===== config.mk =====
export PLATFORM = sky130hd
export DESIGN_NAME = gpp_port
export DESIGN_NICKNAME = d
export VERILOG_FILES = /design/src/design/gpp_pkg.sv /design/src/design/gpp_pin_cell.sv /design/src/design/gpp_port.sv
export VERILOG_INCLUDE_DIRS = /design/src /design/src/design
export SDC_FILE = /design/constraint.sdc
export NUM_CORES = 1
export LEC_CHECK = 0
export ABC_AREA = 1
export BUFFER_PORTS_ARGS = -buffer_cell sky130_fd_sc_hd__buf_2
export CAP_MARGIN = 25
export CORE_MARGIN = 4
export CORE_UTILIZATION = 58
export CTS_BUF_LIST = sky130_fd_sc_hd__clkbuf_4 sky130_fd_sc_hd__clkbuf_8
export CTS_CLUSTER_SIZE = 40
export DETAILED_ROUTE_END_ITERATION = 6
export GPL_TIMING_DRIVEN = 1
export PLACE_DENSITY = 0.79
export SKIP_LAST_GASP = 1
export SLEW_MARGIN = 20
export SYNTH_ARGS = -nofsm -noshare
export SYNTH_HDL_FRONTEND = slang
export SYNTH_SLANG_ARGS = --single-unit

===== constraint.sdc =====
create_clock -name clk_i -period 2.24 [get_ports clk_i]
set_clock_uncertainty 0.1 [all_clocks]
set_input_delay 0 -clock clk_i [delete_from_list [all_inputs] [get_ports clk_i]]
set_output_delay 0 -clock clk_i [all_outputs]
set_load 0.005 [all_outputs]

===== src/design/gpp_params.svh =====
// Purpose: register offsets, reset values and bus codes of the gpio port
// Assumes: 12-bit byte address, 32-bit AXI4-Lite data
// Notes:   masked data window occupies 12'h000..12'h3fc
`ifndef GPP_PARAMS_SVH
`define GPP_PARAMS_SVH

// ****************************************
// register offsets
// ****************************************
`define GPP_OFF_DIR    12'h400
`define GPP_OFF_SENSE  12'h404
`define GPP_OFF_BOTH   12'h408
`define GPP_OFF_EVHI   12'h40c
`define GPP_OFF_IEN    12'h410
`define GPP_OFF_RAW    12'h414
`define GPP_OFF_MSK    12'h418
`define GPP_OFF_ICLR   12'h41c
`define GPP_OFF_PSEL   12'h420
`define GPP_OFF_DRV    12'h500
`define GPP_OFF_SLEW   12'h504
`define GPP_OFF_ODRN   12'h508
`define GPP_OFF_PUP    12'h50c
`define GPP_OFF_PDN    12'h510
`define GPP_OFF_ADC    12'h514

// ****************************************
// window and reset values
// ****************************************
`define GPP_DATA_WIN   2'h0
`define GPP_RST_PINS   8'h00
`define GPP_RST_PUP    8'h00

// ****************************************
// bus answer codes
// ****************************************
`define GPP_RESP_OKAY  2'h0
`define GPP_RESP_SLVE  2'h2

`endif


===== src/design/gpp_pkg.sv =====
// Purpose: types shared by the gpio port and its pin cell
// Assumes: nothing beyond the params header
// Notes:   drive code 2'h3 is illegal and never stored
package gpp_pkg;

  typedef enum logic [1:0] {
    gpp_drv_2ma,
    gpp_drv_4ma,
    gpp_drv_8ma,
    gpp_drv_bad
  } gpp_drive_e;

  typedef struct packed {
    logic dir_out;
    logic periph;
    logic open_drain;
    logic level_sense;
    logic both_edges;
    logic event_high;
  } gpp_pin_cfg_s;

  typedef struct packed {
    gpp_drive_e drive;
    logic       slew;
    logic       pull_up;
    logic       pull_down;
  } gpp_pad_s;

endpackage


===== src/design/gpp_pin_cell.sv =====
// Purpose: one pin: input synchroniser, condition detect, pad drive
// Assumes: pad_in_i is asynchronous to clk_i
// Notes:   all outputs registered
`timescale 1ns/1ps
module gpp_pin_cell (
  input  wire logic                 clk_i,
  input  wire logic                 rst_i,
  input  wire logic                 pad_in_i,
  input  wire gpp_pkg::gpp_pin_cfg_s cfg_i,
  input  wire logic                 out_val_i,
  input  wire logic                 periph_out_i,
  input  wire logic                 periph_oe_i,
  output logic                      level_o,
  output logic                      event_o,
  output logic                      pad_out_o,
  output logic                      pad_oe_n_o
);

  logic sync1_q;
  logic sync2_q;
  logic prev_q;
  logic rise;
  logic fall;
  logic event_d;
  logic drive_en;
  logic drive_val;

  always_ff @(posedge clk_i) begin
    if (rst_i) begin
      sync1_q <= 1'b0;
      sync2_q <= 1'b0;
      prev_q  <= 1'b0;
    end else begin
      sync1_q <= pad_in_i;
      sync2_q <= sync1_q;
      prev_q  <= sync2_q;
    end
  end

  assign rise = sync2_q & ~prev_q;
  assign fall = ~sync2_q & prev_q;

  always_comb begin
    if (cfg_i.level_sense) begin
      event_d = cfg_i.event_high ? sync2_q : ~sync2_q;
    end else if (cfg_i.both_edges) begin
      event_d = rise | fall;
    end else begin
      event_d = cfg_i.event_high ? rise : fall;
    end
  end

  assign drive_en  = cfg_i.periph ? periph_oe_i : cfg_i.dir_out;
  assign drive_val = cfg_i.periph ? periph_out_i : out_val_i;

  always_ff @(posedge clk_i) begin
    if (rst_i) begin
      level_o    <= 1'b0;
      event_o    <= 1'b0;
      pad_out_o  <= 1'b0;
      pad_oe_n_o <= 1'b1;
    end else begin
      level_o <= sync2_q;
      event_o <= event_d;
      if (cfg_i.open_drain) begin
        pad_out_o  <= 1'b0;
        pad_oe_n_o <= ~(drive_en & ~drive_val);
      end else begin
        pad_out_o  <= drive_val;
        pad_oe_n_o <= ~drive_en;
      end
    end
  end

endmodule // gpp_pin_cell


===== src/design/gpp_port.sv =====
// Purpose: eight-pin gpio port with AXI4-Lite register slave
// Assumes: single clock clk_i, synchronous active-high reset rst_i
// Notes:   data window uses address bits [9:2] as the pin mask
//
// Behaviour
// - up to eight pins; mask bit n and index n mean pin n
// - per-pin input or output direction, all inputs after reset
// - input interrupt on high, low, rising, falling or both edges
// - per-pin drive 2, 4 or 8 mA to pad, reset 2 mA
// - slew control reaches pad only with 8 mA drive
// - weak pull-up and pull-down enables, reset off or variant pull-up
// - per-pin open-drain, reset to push-pull
// - per-pin port or peripheral control, reset port-controlled
// - data read returns only the pins selected by the mask
// - data write changes selected pins together, others untouched
// - pin mask taken from address bits of one access
// - per-pin ADC trigger enable, off removes the trigger
// - ADC trigger and interrupt work independently
// - hardware control mode: peripheral drives and senses the pin
// - only enabled sources reach the interrupt output
// - raw and masked status readable, selected sources clearable
`timescale 1ns/1ps
`include "gpp_params.svh"
module gpp_port #(
  parameter int          NUM_PINS  = 8,
  parameter logic [7:0]  PUP_RESET = `GPP_RST_PUP
) (
  input  wire logic                          clk_i,
  input  wire logic                          rst_i,
  input  wire logic [11:0]                   s_axi_awaddr_i,
  input  wire logic                          s_axi_awvalid_i,
  output logic                               s_axi_awready_o,
  input  wire logic [31:0]                   s_axi_wdata_i,
  input  wire logic [3:0]                    s_axi_wstrb_i,
  input  wire logic                          s_axi_wvalid_i,
  output logic                               s_axi_wready_o,
  output logic [1:0]                         s_axi_bresp_o,
  output logic                               s_axi_bvalid_o,
  input  wire logic                          s_axi_bready_i,
  input  wire logic [11:0]                   s_axi_araddr_i,
  input  wire logic                          s_axi_arvalid_i,
  output logic                               s_axi_arready_o,
  output logic [31:0]                        s_axi_rdata_o,
  output logic [1:0]                         s_axi_rresp_o,
  output logic                               s_axi_rvalid_o,
  input  wire logic                          s_axi_rready_i,
  input  wire logic [NUM_PINS-1:0]           pad_in_i,
  output logic [NUM_PINS-1:0]                pad_out_o,
  output logic [NUM_PINS-1:0]                pad_oe_n_o,
  output gpp_pkg::gpp_pad_s [NUM_PINS-1:0]   pad_cfg_o,
  input  wire logic [NUM_PINS-1:0]           periph_out_i,
  input  wire logic [NUM_PINS-1:0]           periph_oe_i,
  output logic [NUM_PINS-1:0]                periph_in_o,
  output logic [NUM_PINS-1:0]                adc_trig_o,
  output logic                               irq_o
);

  // ****************************************
  // state
  // ****************************************
  logic [11:0]              aw_addr_q;
  logic                     aw_full_q;
  logic [31:0]              w_data_q;
  logic [3:0]               w_strb_q;
  logic                     w_full_q;
  logic                     awready_q;
  logic                     wready_q;
  logic                     bvalid_q;
  logic [1:0]               bresp_q;
  logic                     arready_q;
  logic                     rvalid_q;
  logic [1:0]               rresp_q;
  logic [31:0]              rdata_q;
  logic [NUM_PINS-1:0]      data_q;
  logic [NUM_PINS-1:0]      dir_q;
  logic [NUM_PINS-1:0]      psel_q;
  logic [NUM_PINS-1:0]      sense_q;
  logic [NUM_PINS-1:0]      both_q;
  logic [NUM_PINS-1:0]      evhi_q;
  logic [NUM_PINS-1:0]      ien_q;
  logic [NUM_PINS-1:0]      raw_q;
  logic [NUM_PINS-1:0]      raw_d;
  logic [NUM_PINS-1:0]      slew_q;
  logic [NUM_PINS-1:0]      odrn_q;
  logic [NUM_PINS-1:0]      pup_q;
  logic [NUM_PINS-1:0]      pdn_q;
  logic [NUM_PINS-1:0]      adc_en_q;
  gpp_pkg::gpp_drive_e      drv_q [NUM_PINS];
  logic                     irq_q;
  logic [NUM_PINS-1:0]      adc_trig_q;
  gpp_pkg::gpp_pad_s [NUM_PINS-1:0] pad_cfg_q;

  logic                     wr_go;
  logic                     wr_ok;
  logic                     wr_lane0;
  logic                     wr_data_win;
  logic [NUM_PINS-1:0]      wr_mask;
  logic [NUM_PINS-1:0]      wr_byte;
  logic [NUM_PINS-1:0]      clr_bits;
  logic                     rd_go;
  logic                     rd_ok;
  logic [31:0]              rd_word;
  logic [NUM_PINS-1:0]      rd_mask;
  logic [NUM_PINS-1:0]      level;
  logic [NUM_PINS-1:0]      event_p;
  logic [NUM_PINS-1:0]      pin_view;

  // ****************************************
  // per-pin cells
  // ****************************************
  for (genvar n = 0; n < NUM_PINS; n++) begin : g_pin
    gpp_pkg::gpp_pin_cfg_s cfg;
    assign cfg.dir_out     = dir_q[n];
    assign cfg.periph      = psel_q[n];
    assign cfg.open_drain  = odrn_q[n];
    assign cfg.level_sense = sense_q[n];
    assign cfg.both_edges  = both_q[n];
    assign cfg.event_high  = evhi_q[n];

    gpp_pin_cell u_cell (
      .clk_i        (clk_i),
      .rst_i        (rst_i),
      .pad_in_i     (pad_in_i[n]),
      .cfg_i        (cfg),
      .out_val_i    (data_q[n]),
      .periph_out_i (periph_out_i[n]),
      .periph_oe_i  (periph_oe_i[n]),
      .level_o      (level[n]),
      .event_o      (event_p[n]),
      .pad_out_o    (pad_out_o[n]),
      .pad_oe_n_o   (pad_oe_n_o[n])
    );
  end

  assign periph_in_o = level;

  // ****************************************
  // write channel
  // ****************************************
  assign wr_go       = aw_full_q & w_full_q & ~bvalid_q;
  assign wr_lane0    = w_strb_q[0];
  assign wr_byte     = w_data_q[NUM_PINS-1:0];
  assign wr_data_win = (aw_addr_q[11:10] == `GPP_DATA_WIN);
  assign wr_mask     = aw_addr_q[NUM_PINS+1:2];

  always_comb begin
    unique case ({aw_addr_q[11:2], 2'h0})
      `GPP_OFF_DIR, `GPP_OFF_SENSE, `GPP_OFF_BOTH, `GPP_OFF_EVHI,
      `GPP_OFF_IEN, `GPP_OFF_ICLR, `GPP_OFF_PSEL, `GPP_OFF_DRV,
      `GPP_OFF_SLEW, `GPP_OFF_ODRN, `GPP_OFF_PUP, `GPP_OFF_PDN,
      `GPP_OFF_ADC, `GPP_OFF_RAW, `GPP_OFF_MSK: wr_ok = 1'b1;
      default: wr_ok = wr_data_win;
    endcase
  end

  always_ff @(posedge clk_i) begin
    if (rst_i) begin
      awready_q <= 1'b0;
      aw_full_q <= 1'b0;
      aw_addr_q <= 12'h000;
    end else if (s_axi_awvalid_i && awready_q) begin
      awready_q <= 1'b0;
      aw_full_q <= 1'b1;
      aw_addr_q <= s_axi_awaddr_i;
    end else begin
      if (wr_go) begin
        aw_full_q <= 1'b0;
      end
      awready_q <= ~aw_full_q & ~bvalid_q & ~wr_go;
    end
  end

  always_ff @(posedge clk_i) begin
    if (rst_i) begin
      wready_q <= 1'b0;
      w_full_q <= 1'b0;
      w_data_q <= 32'h0000_0000;
      w_strb_q <= 4'h0;
    end else if (s_axi_wvalid_i && wready_q) begin
      wready_q <= 1'b0;
      w_full_q <= 1'b1;
      w_data_q <= s_axi_wdata_i;
      w_strb_q <= s_axi_wstrb_i;
    end else begin
      if (wr_go) begin
        w_full_q <= 1'b0;
      end
      wready_q <= ~w_full_q & ~bvalid_q & ~wr_go;
    end
  end

  always_ff @(posedge clk_i) begin
    if (rst_i) begin
      bvalid_q <= 1'b0;
      bresp_q  <= `GPP_RESP_OKAY;
    end else if (wr_go) begin
      bvalid_q <= 1'b1;
      bresp_q  <= wr_ok ? `GPP_RESP_OKAY : `GPP_RESP_SLVE;
    end else if (s_axi_bready_i) begin
      bvalid_q <= 1'b0;
    end
  end

  // ****************************************
  // configuration registers
  // ****************************************
  always_ff @(posedge clk_i) begin
    if (rst_i) begin
      dir_q    <= `GPP_RST_PINS;
      psel_q   <= `GPP_RST_PINS;
      odrn_q   <= `GPP_RST_PINS;
      sense_q  <= `GPP_RST_PINS;
      both_q   <= `GPP_RST_PINS;
      evhi_q   <= `GPP_RST_PINS;
      ien_q    <= `GPP_RST_PINS;
      slew_q   <= `GPP_RST_PINS;
      pup_q    <= PUP_RESET[NUM_PINS-1:0];
      pdn_q    <= `GPP_RST_PINS;
      adc_en_q <= `GPP_RST_PINS;
    end else if (wr_go && wr_lane0) begin
      unique case ({aw_addr_q[11:2], 2'h0})
        `GPP_OFF_DIR:   dir_q    <= wr_byte;
        `GPP_OFF_PSEL:  psel_q   <= wr_byte;
        `GPP_OFF_ODRN:  odrn_q   <= wr_byte;
        `GPP_OFF_SENSE: sense_q  <= wr_byte;
        `GPP_OFF_BOTH:  both_q   <= wr_byte;
        `GPP_OFF_EVHI:  evhi_q   <= wr_byte;
        `GPP_OFF_IEN:   ien_q    <= wr_byte;
        `GPP_OFF_SLEW:  slew_q   <= wr_byte;
        `GPP_OFF_PUP:   pup_q    <= wr_byte;
        `GPP_OFF_PDN:   pdn_q    <= wr_byte;
        `GPP_OFF_ADC:   adc_en_q <= wr_byte;
        default: ;
      endcase
    end
  end

  // drive select, illegal code keeps old value
  for (genvar n = 0; n < NUM_PINS; n++) begin : g_drv
    always_ff @(posedge clk_i) begin
      if (rst_i) begin
        drv_q[n] <= gpp_pkg::gpp_drv_2ma;
      end else if (wr_go && ({aw_addr_q[11:2], 2'h0} == `GPP_OFF_DRV) &&
                   w_strb_q[n/4] && (w_data_q[2*n+:2] != 2'h3)) begin
        drv_q[n] <= gpp_pkg::gpp_drive_e'(w_data_q[2*n+:2]);
      end
    end
  end

  // ****************************************
  // output data
  // ****************************************
  // selected pins updated at once
  always_ff @(posedge clk_i) begin
    if (rst_i) begin
      data_q <= `GPP_RST_PINS;
    end else if (wr_go && wr_lane0 && wr_data_win) begin
      data_q <= (data_q & ~wr_mask) | (wr_byte & wr_mask);
    end
  end

  // ****************************************
  // interrupt status
  // ****************************************
  assign clr_bits = (wr_go && wr_lane0 &&
                     ({aw_addr_q[11:2], 2'h0} == `GPP_OFF_ICLR)) ?
                    wr_byte : {NUM_PINS{1'b0}};

  assign raw_d = (raw_q & ~clr_bits) | event_p;

  always_ff @(posedge clk_i) begin
    if (rst_i) begin
      raw_q <= `GPP_RST_PINS;
    end else begin
      raw_q <= raw_d;
    end
  end

  always_ff @(posedge clk_i) begin
    if (rst_i) begin
      irq_q <= 1'b0;
    end else begin
      irq_q <= |(raw_q & ien_q);
    end
  end

  always_ff @(posedge clk_i) begin
    if (rst_i) begin
      adc_trig_q <= `GPP_RST_PINS;
    end else begin
      adc_trig_q <= event_p & adc_en_q;
    end
  end

  // ****************************************
  // pad configuration
  // ****************************************
  for (genvar n = 0; n < NUM_PINS; n++) begin : g_pad
    always_ff @(posedge clk_i) begin
      if (rst_i) begin
        pad_cfg_q[n] <= '{gpp_pkg::gpp_drv_2ma, 1'b0, PUP_RESET[n], 1'b0};
      end else begin
        pad_cfg_q[n].drive     <= drv_q[n];
        pad_cfg_q[n].slew      <= slew_q[n] &
                                  (drv_q[n] == gpp_pkg::gpp_drv_8ma);
        pad_cfg_q[n].pull_up   <= pup_q[n];
        pad_cfg_q[n].pull_down <= pdn_q[n];
      end
    end
  end

  // ****************************************
  // read channel
  // ****************************************
  assign rd_go    = s_axi_arvalid_i & arready_q;
  // mask bit n is pin n
  assign rd_mask  = s_axi_araddr_i[NUM_PINS+1:2];
  assign pin_view = (dir_q & ~psel_q & data_q) | (~(dir_q & ~psel_q) & level);

  always_comb begin
    rd_word = 32'h0000_0000;
    rd_ok   = 1'b1;
    if (s_axi_araddr_i[11:10] == `GPP_DATA_WIN) begin
      rd_word[NUM_PINS-1:0] = pin_view & rd_mask;
    end else begin
      unique case ({s_axi_araddr_i[11:2], 2'h0})
        `GPP_OFF_DIR:   rd_word[NUM_PINS-1:0] = dir_q;
        `GPP_OFF_PSEL:  rd_word[NUM_PINS-1:0] = psel_q;
        `GPP_OFF_SENSE: rd_word[NUM_PINS-1:0] = sense_q;
        `GPP_OFF_BOTH:  rd_word[NUM_PINS-1:0] = both_q;
        `GPP_OFF_EVHI:  rd_word[NUM_PINS-1:0] = evhi_q;
        `GPP_OFF_IEN:   rd_word[NUM_PINS-1:0] = ien_q;
        `GPP_OFF_RAW:   rd_word[NUM_PINS-1:0] = raw_q;
        `GPP_OFF_MSK:   rd_word[NUM_PINS-1:0] = raw_q & ien_q;
        `GPP_OFF_ICLR:  rd_word = 32'h0000_0000;
        `GPP_OFF_SLEW:  rd_word[NUM_PINS-1:0] = slew_q;
        `GPP_OFF_ODRN:  rd_word[NUM_PINS-1:0] = odrn_q;
        `GPP_OFF_PUP:   rd_word[NUM_PINS-1:0] = pup_q;
        `GPP_OFF_PDN:   rd_word[NUM_PINS-1:0] = pdn_q;
        `GPP_OFF_ADC:   rd_word[NUM_PINS-1:0] = adc_en_q;
        `GPP_OFF_DRV: begin
          for (int n = 0; n < NUM_PINS; n++) begin
            rd_word[2*n+:2] = drv_q[n];
          end
        end
        default: rd_ok = 1'b0;
      endcase
    end
  end

  always_ff @(posedge clk_i) begin
    if (rst_i) begin
      arready_q <= 1'b0;
      rvalid_q  <= 1'b0;
      rdata_q   <= 32'h0000_0000;
      rresp_q   <= `GPP_RESP_OKAY;
    end else if (rd_go) begin
      arready_q <= 1'b0;
      rvalid_q  <= 1'b1;
      rdata_q   <= rd_word;
      rresp_q   <= rd_ok ? `GPP_RESP_OKAY : `GPP_RESP_SLVE;
    end else if (rvalid_q) begin
      rvalid_q  <= ~s_axi_rready_i;
    end else begin
      arready_q <= 1'b1;
    end
  end

  // ****************************************
  // outputs
  // ****************************************
  assign s_axi_awready_o = awready_q;
  assign s_axi_wready_o  = wready_q;
  assign s_axi_bvalid_o  = bvalid_q;
  assign s_axi_bresp_o   = bresp_q;
  assign s_axi_arready_o = arready_q;
  assign s_axi_rvalid_o  = rvalid_q;
  assign s_axi_rdata_o   = rdata_q;
  assign s_axi_rresp_o   = rresp_q;
  assign pad_cfg_o       = pad_cfg_q;
  assign adc_trig_o      = adc_trig_q;
  assign irq_o           = irq_q;

endmodule // gpp_port


; Word-level counts from Yosys, hierarchy flattened
; Memory sizes are Yosys's and may differ from the RTL's.
; Cells that the tools add are included.
[classes]
eq_ne = 46
n_mux = 107
n_bitwise = 116
reduce_logical = 46
[ops]
columns = operator, count
row1 = $eq A10 B9 Y1 const B, 30
row2 = $pmux W8 S14, 1
row3 = $mux W1, 92
row4 = $and A8 B8 Y8, 9
row5 = $not A1 Y1, 45
row6 = $and A1 B1 Y1, 39
row7 = $mux W8, 4
row8 = $not A8 Y8, 4
row9 = $reduce_or A15 Y1, 2
row10 = $or A8 B8 Y8, 3
row11 = $reduce_and A2 Y1, 11
row12 = $reduce_or A2 Y1, 11
row13 = $mux W2, 10
row14 = $eq A2 B2 Y1 const B, 8
row15 = $logic_and A1 B1 Y1, 16
row16 = $ne A2 B2 Y1 const B, 8
row17 = $or A1 B1 Y1, 16
row18 = $reduce_or A8 Y1, 1
row19 = $reduce_bool A2 Y1, 3
row20 = $logic_not A2 Y1, 2
[totals]
reg_bits = 274
mem_bits_rw = 16
out_inout_bits = 114
memories = 1
[mem_list]
columns = memory, words, word_bits, read_ports, rd_ports_with_merged_regs, write_ports, line_no
row1 = drv_q, 8, 2, 8, 0, 8, gpp_port.sv:88  ; gpp_pkg::gpp_drive_e drv_q [NUM_PINS];

; Depth between registers and ports, before layout
[logic_depth]
ltp_word = 9
mapped_depth = 11
depth_no_buf = 11

; Cells and area by module
; From an unflattened synthesis, not the netlist that was laid out.
[unflattened]
cells_unflattened = 1608
area_unflattened_um2 = 11708.7
[modules_own_cells]
columns = mod, n_inst, cells_each, area_each_um2, seq_area_each_um2
row1 = gpp_port, 1, 1272, 9476.6, 4604.4
row2 = gpp_pin_cell, 8, 42, 279.0, 120.1

; Least setup slack after synthesis
; No wires, ideal clock.
[synth_timing]
path_type = reg2reg
from = reg bvalid_q, in the netlist s_axi_bvalid_o
to = mem drv_q[0][0] (netlist bit) (enable)
setup_ns = 0.292
arrival_time_ns = 1.211
slack_ns = 0.638
stages_incl_launch_ff = 10
path_cell_list = dfxtp_1 -> inv_1 -> nand3_2 -> inv_2 -> nand2_2 -> inv_4 -> buf_12 -> nand2_1 -> a21oi_1 -> or2_2
[synth_lines]
columns = element, line_no
row1 = from (decl), gpp_port.sv:68  ; logic bvalid_q;
row2 = from (signal assigned), gpp_port.sv:194  ; bvalid_q <= 1'b0;
row3 = from (signal assigned), gpp_port.sv:197  ; bvalid_q <= 1'b1;
row4 = from (signal assigned), gpp_port.sv:200  ; bvalid_q <= 1'b0;
row5 = to (decl), gpp_port.sv:88

; Final worst setup path
[layout_timing]
from = in s_axi_araddr_i[3]
to = reg rdata_q[2], in the netlist s_axi_rdata_o[2]
[layout_between]
elab_chain_len = 3
[layout_lines]
columns = element, line_no
row1 = from (decl), gpp_port.sv:40  ; input wire logic [11:0] s_axi_araddr_i,
row2 = $eq A10 B9 Y1, gpp_port.sv:326  ; unique case ({s_axi_araddr_i[11:2], 2'h0})
row3 = $pmux W8 S14 (*), gpp_port.sv:326
row4 = $mux W8 (*), gpp_port.sv:323  ; if (s_axi_araddr_i[11:10] == `GPP_DATA_WIN) begin
row5 = to (signal assigned), gpp_port.sv:360  ; rdata_q <= rd_word;
row6 = to (decl), gpp_port.sv:73  ; logic [31:0] rdata_q;
; Every way passes the cells marked *; elsewhere a longest branch is shown, timed or not.
; A chain may end at the register's enable or synchronous reset.

==> flow_summary.ini <==
[sta]
worst_pin_slew_ns = 0.7581
fmax_mhz = 443.3
hold_ws_ns = 0.09524
layout_setup_ws_ns = -0.01601
finalHoldViolCount = 0
setup_viol_count_final = 1
relSlewSlack_pct = 49.34
post-route-period-util_pct = 100.7
fin_crit_ns = 2.256
report.final.slew_viol_count = 0
tns_ns = -0.01601

[worst_setup_path]
worstSetupStartpoint = s_axi_araddr_i[3]
worst_r2r_endpoint = s_axi_rdata_o[6]
reg2reg_slack_ns = 0.25
r2r_cells = 7
end_kind = register
regToRegStartpoint = s_axi_arready_o
start_kind = primary input
cp_max_fo = 11
worstSetupPathType = in2reg
crit_arrival_ns = 2.60
critPathRequiredTime_ns = 2.59

[routing]
wl_per_cell_um = 17.51
wl_um = 36740
drc = 0
drt_pass1_iterations = 7
antenna_left = 0
via_per_inst = 5.404
vias = 11340
drt_iter0_drc = 1009

[pwr]
p_per_area_nw_per_um2 = 707.7
power_w = 0.01032
leakage_nw = 6.426
vdd_drop_max_mv = 0.6290

[floorplan]
io_pins = 205
die_w_um = 150.1
initial_core_util_pct = 59.59
row_count = 51
dieArea_um2 = 22530
dieHeight_um = 150.1
core_um2 = 19650

[cells_and_area]
mostFrequentLayoutCells = 248 x dfxtp_1, 209 x nand2_1, 208 x inv_1, 180 x a21oi_1
final_cells = 2098
drive_above_1_share_pct = 18.82
syn_to_final_growth_pct = 24.54
fillCellCount = 1474
final_common_cell = dfxtp_1
antenna_cells = 0
fin_nets = 1907

[job]
max_cap_viol_count = 0

[synthesis]
synth_compound_gate_area_share_pct = 16.34
synthXorXnorAreaFrac_pct = 0
ys_seq_area_share_pct = 47.52
synth-main-ff-cell = dfxtp_1
yosys.area_share.simple_pct = 21.45
synthAdderAreaFrac_pct = 1.709
syn_inst = 1550
synthMuxAreaShare_pct = 0.08546
synth_top_family_by_area = simple AND/OR/NAND/NOR gates
yosysWarnings = 0
ys_ff_latch = 270
ys_async_sr_fraction_pct = 0
synth_edf_count = 16
yosysUniqueCellTypes = 38
synth_area_um2 = 11710
syn_area_per_cell_um2 = 7.556

[place]
place_hpwl_um = 24140
gp_congestion = 0.9547
portBuffers = 164
post-place-ws_ns = 0.3065
dp_cells = 1905

[clocking]
worst_skew_pair.late_latency_ns = 0.57
cts_tree = yes
htreeDepth = 2
clock_path_buffers = 3
path_clk_slew_ns = 0.06
cts_sinks = 270
numCtsBuffers = 43
cts_root_buffer = clkbuf_8

[status]
run_status = finished with violations
violations = negative setup slack

[hold_path]
hold_end = s_axi_rdata_o[14]
hold_depth = 7
min_from = s_axi_araddr_i[11]
holdCritPathClass = in2reg

[global_routing]
grt_pass1_vias = 11050
grt_overflow = 0
grt_pass1_wl_um = 56550
grt_start_max_net_pins = 123
antenna_found_initial = 0
track_usage_pct = 31.99
[how the worst max path moves through the flow]
stage                                   to  slack, ns  depth (start not counted)
after floorplan                drv_q[0][0]       0.64                          9
after global placement         drv_q[1][2]       0.37                          6
after detailed placement       drv_q[1][2]       0.31                          6
after CTS                 s_axi_rdata_o[5]       0.03                          6
after global routing      s_axi_rdata_o[2]      -0.03                         12
final                     s_axi_rdata_o[2]      -0.02                         12
[kinds of logic after synthesis]
logic type	Yosys count
AND/OR/NAND/NOR	558
adder cells (fa/ha/maj)	16
other	1
flip-flops	270
buffers and inverters	334
AO/OA/AOI/OAI	370
multiplexers	1
[report_power, final]
part | leakage [nW] | total, W | switching, W | internal, W
Clock | 0.488 | 0.00450 | 0.00198 | 0.00252
Combinational | 3.71 | 0.000781 | 0.000465 | 0.000315
Sequential | 2.23 | 0.00504 | 0.0000841 | 0.00496
[stage by stage]
stage	area [um2]	util, %
final	14590	74.22
after global routing	14590	74.22
after CTS	14420	73.35
after detailed placement	12460	63.41
after global placement	12460	63.41
after floorplan	11780	-
[area by class of cell]
| cell class | instances | area (um2) | area share, % |
|---|---|---|---|
| clock buffer | 64 | 793.3 | 5.438 |
| clock inverter | 14 | 138.9 | 0.9521 |
| inverter | 220 | 835.8 | 5.730 |
| multi-input combinational | 963 | 4746 | 32.54 |
| sequential | 270 | 5573 | 38.21 |
| tap | 265 | 331.6 | 2.273 |
| timing repair buffer | 301 | 2163 | 14.83 |
| timing repair inverter | 1 | 5.005 | 0.03431 |
[synth_stat cells (9+ instances only)]
library cell | instances | area (um2)
nand3_1 | 106 | 530.5
nor3_1 | 22 | 110.1
dfxtp_1 | 254 | 5085
inv_1 | 212 | 795.8
a21oi_1 | 181 | 905.9
buf_4 | 51 | 382.9
or2_2 | 15 | 93.84
o21ai_0 | 163 | 815.8
nand2_1 | 210 | 788.3
buf_2 | 16 | 80.08
clkbuf_1 | 42 | 157.7
a211oi_1 | 9 | 67.56
nor2_2 | 11 | 68.82
nor2_1 | 159 | 596.8
ha_1 | 16 | 200.2
edfxtp_1 | 16 | 480.5
[per-layer routing]
layer / up-vias / track usage (%) / routed length [um]
li1: 5451 / - / -
met5: - / 0 / 0
met3: 121 / 5.840 / 3299
met2: 600 / 53.86 / 17590
met1: 5165 / 39.81 / 14160
met4: 0 / 15.14 / 1681
[timing repair]
item	in CTS	in global routing
buffers inserted	0	16
hold endpoints to repair	141	0
hold buffers	102	0
endpoints found under the setup margin	0	4
gates resized for setup	0	21
[critical path, cell delays in order]
cell	delay, ns
dlygate4sd3_1	0.55
buf_2	0.18
nor2_1	0.09
nand2_1	0.18
clkinvlp_4	0.29
nand3_1	0.16
nand2_1	0.11
nor2_1	0.11
nand2_1	0.06
nor2_1	0.19
a21oi_1	0.10
dlygate4sd3_1	0.57
[state kept, by name, summed over array words and instances (netlist names), 10 cells and up, named ones only]
name           cells
aw_addr_q         10
drv_q             16
pad_cfg_o         40
s_axi_rdata_o     16
w_data_q          16
Note: power is estimated with default switching activity, not from simulation.
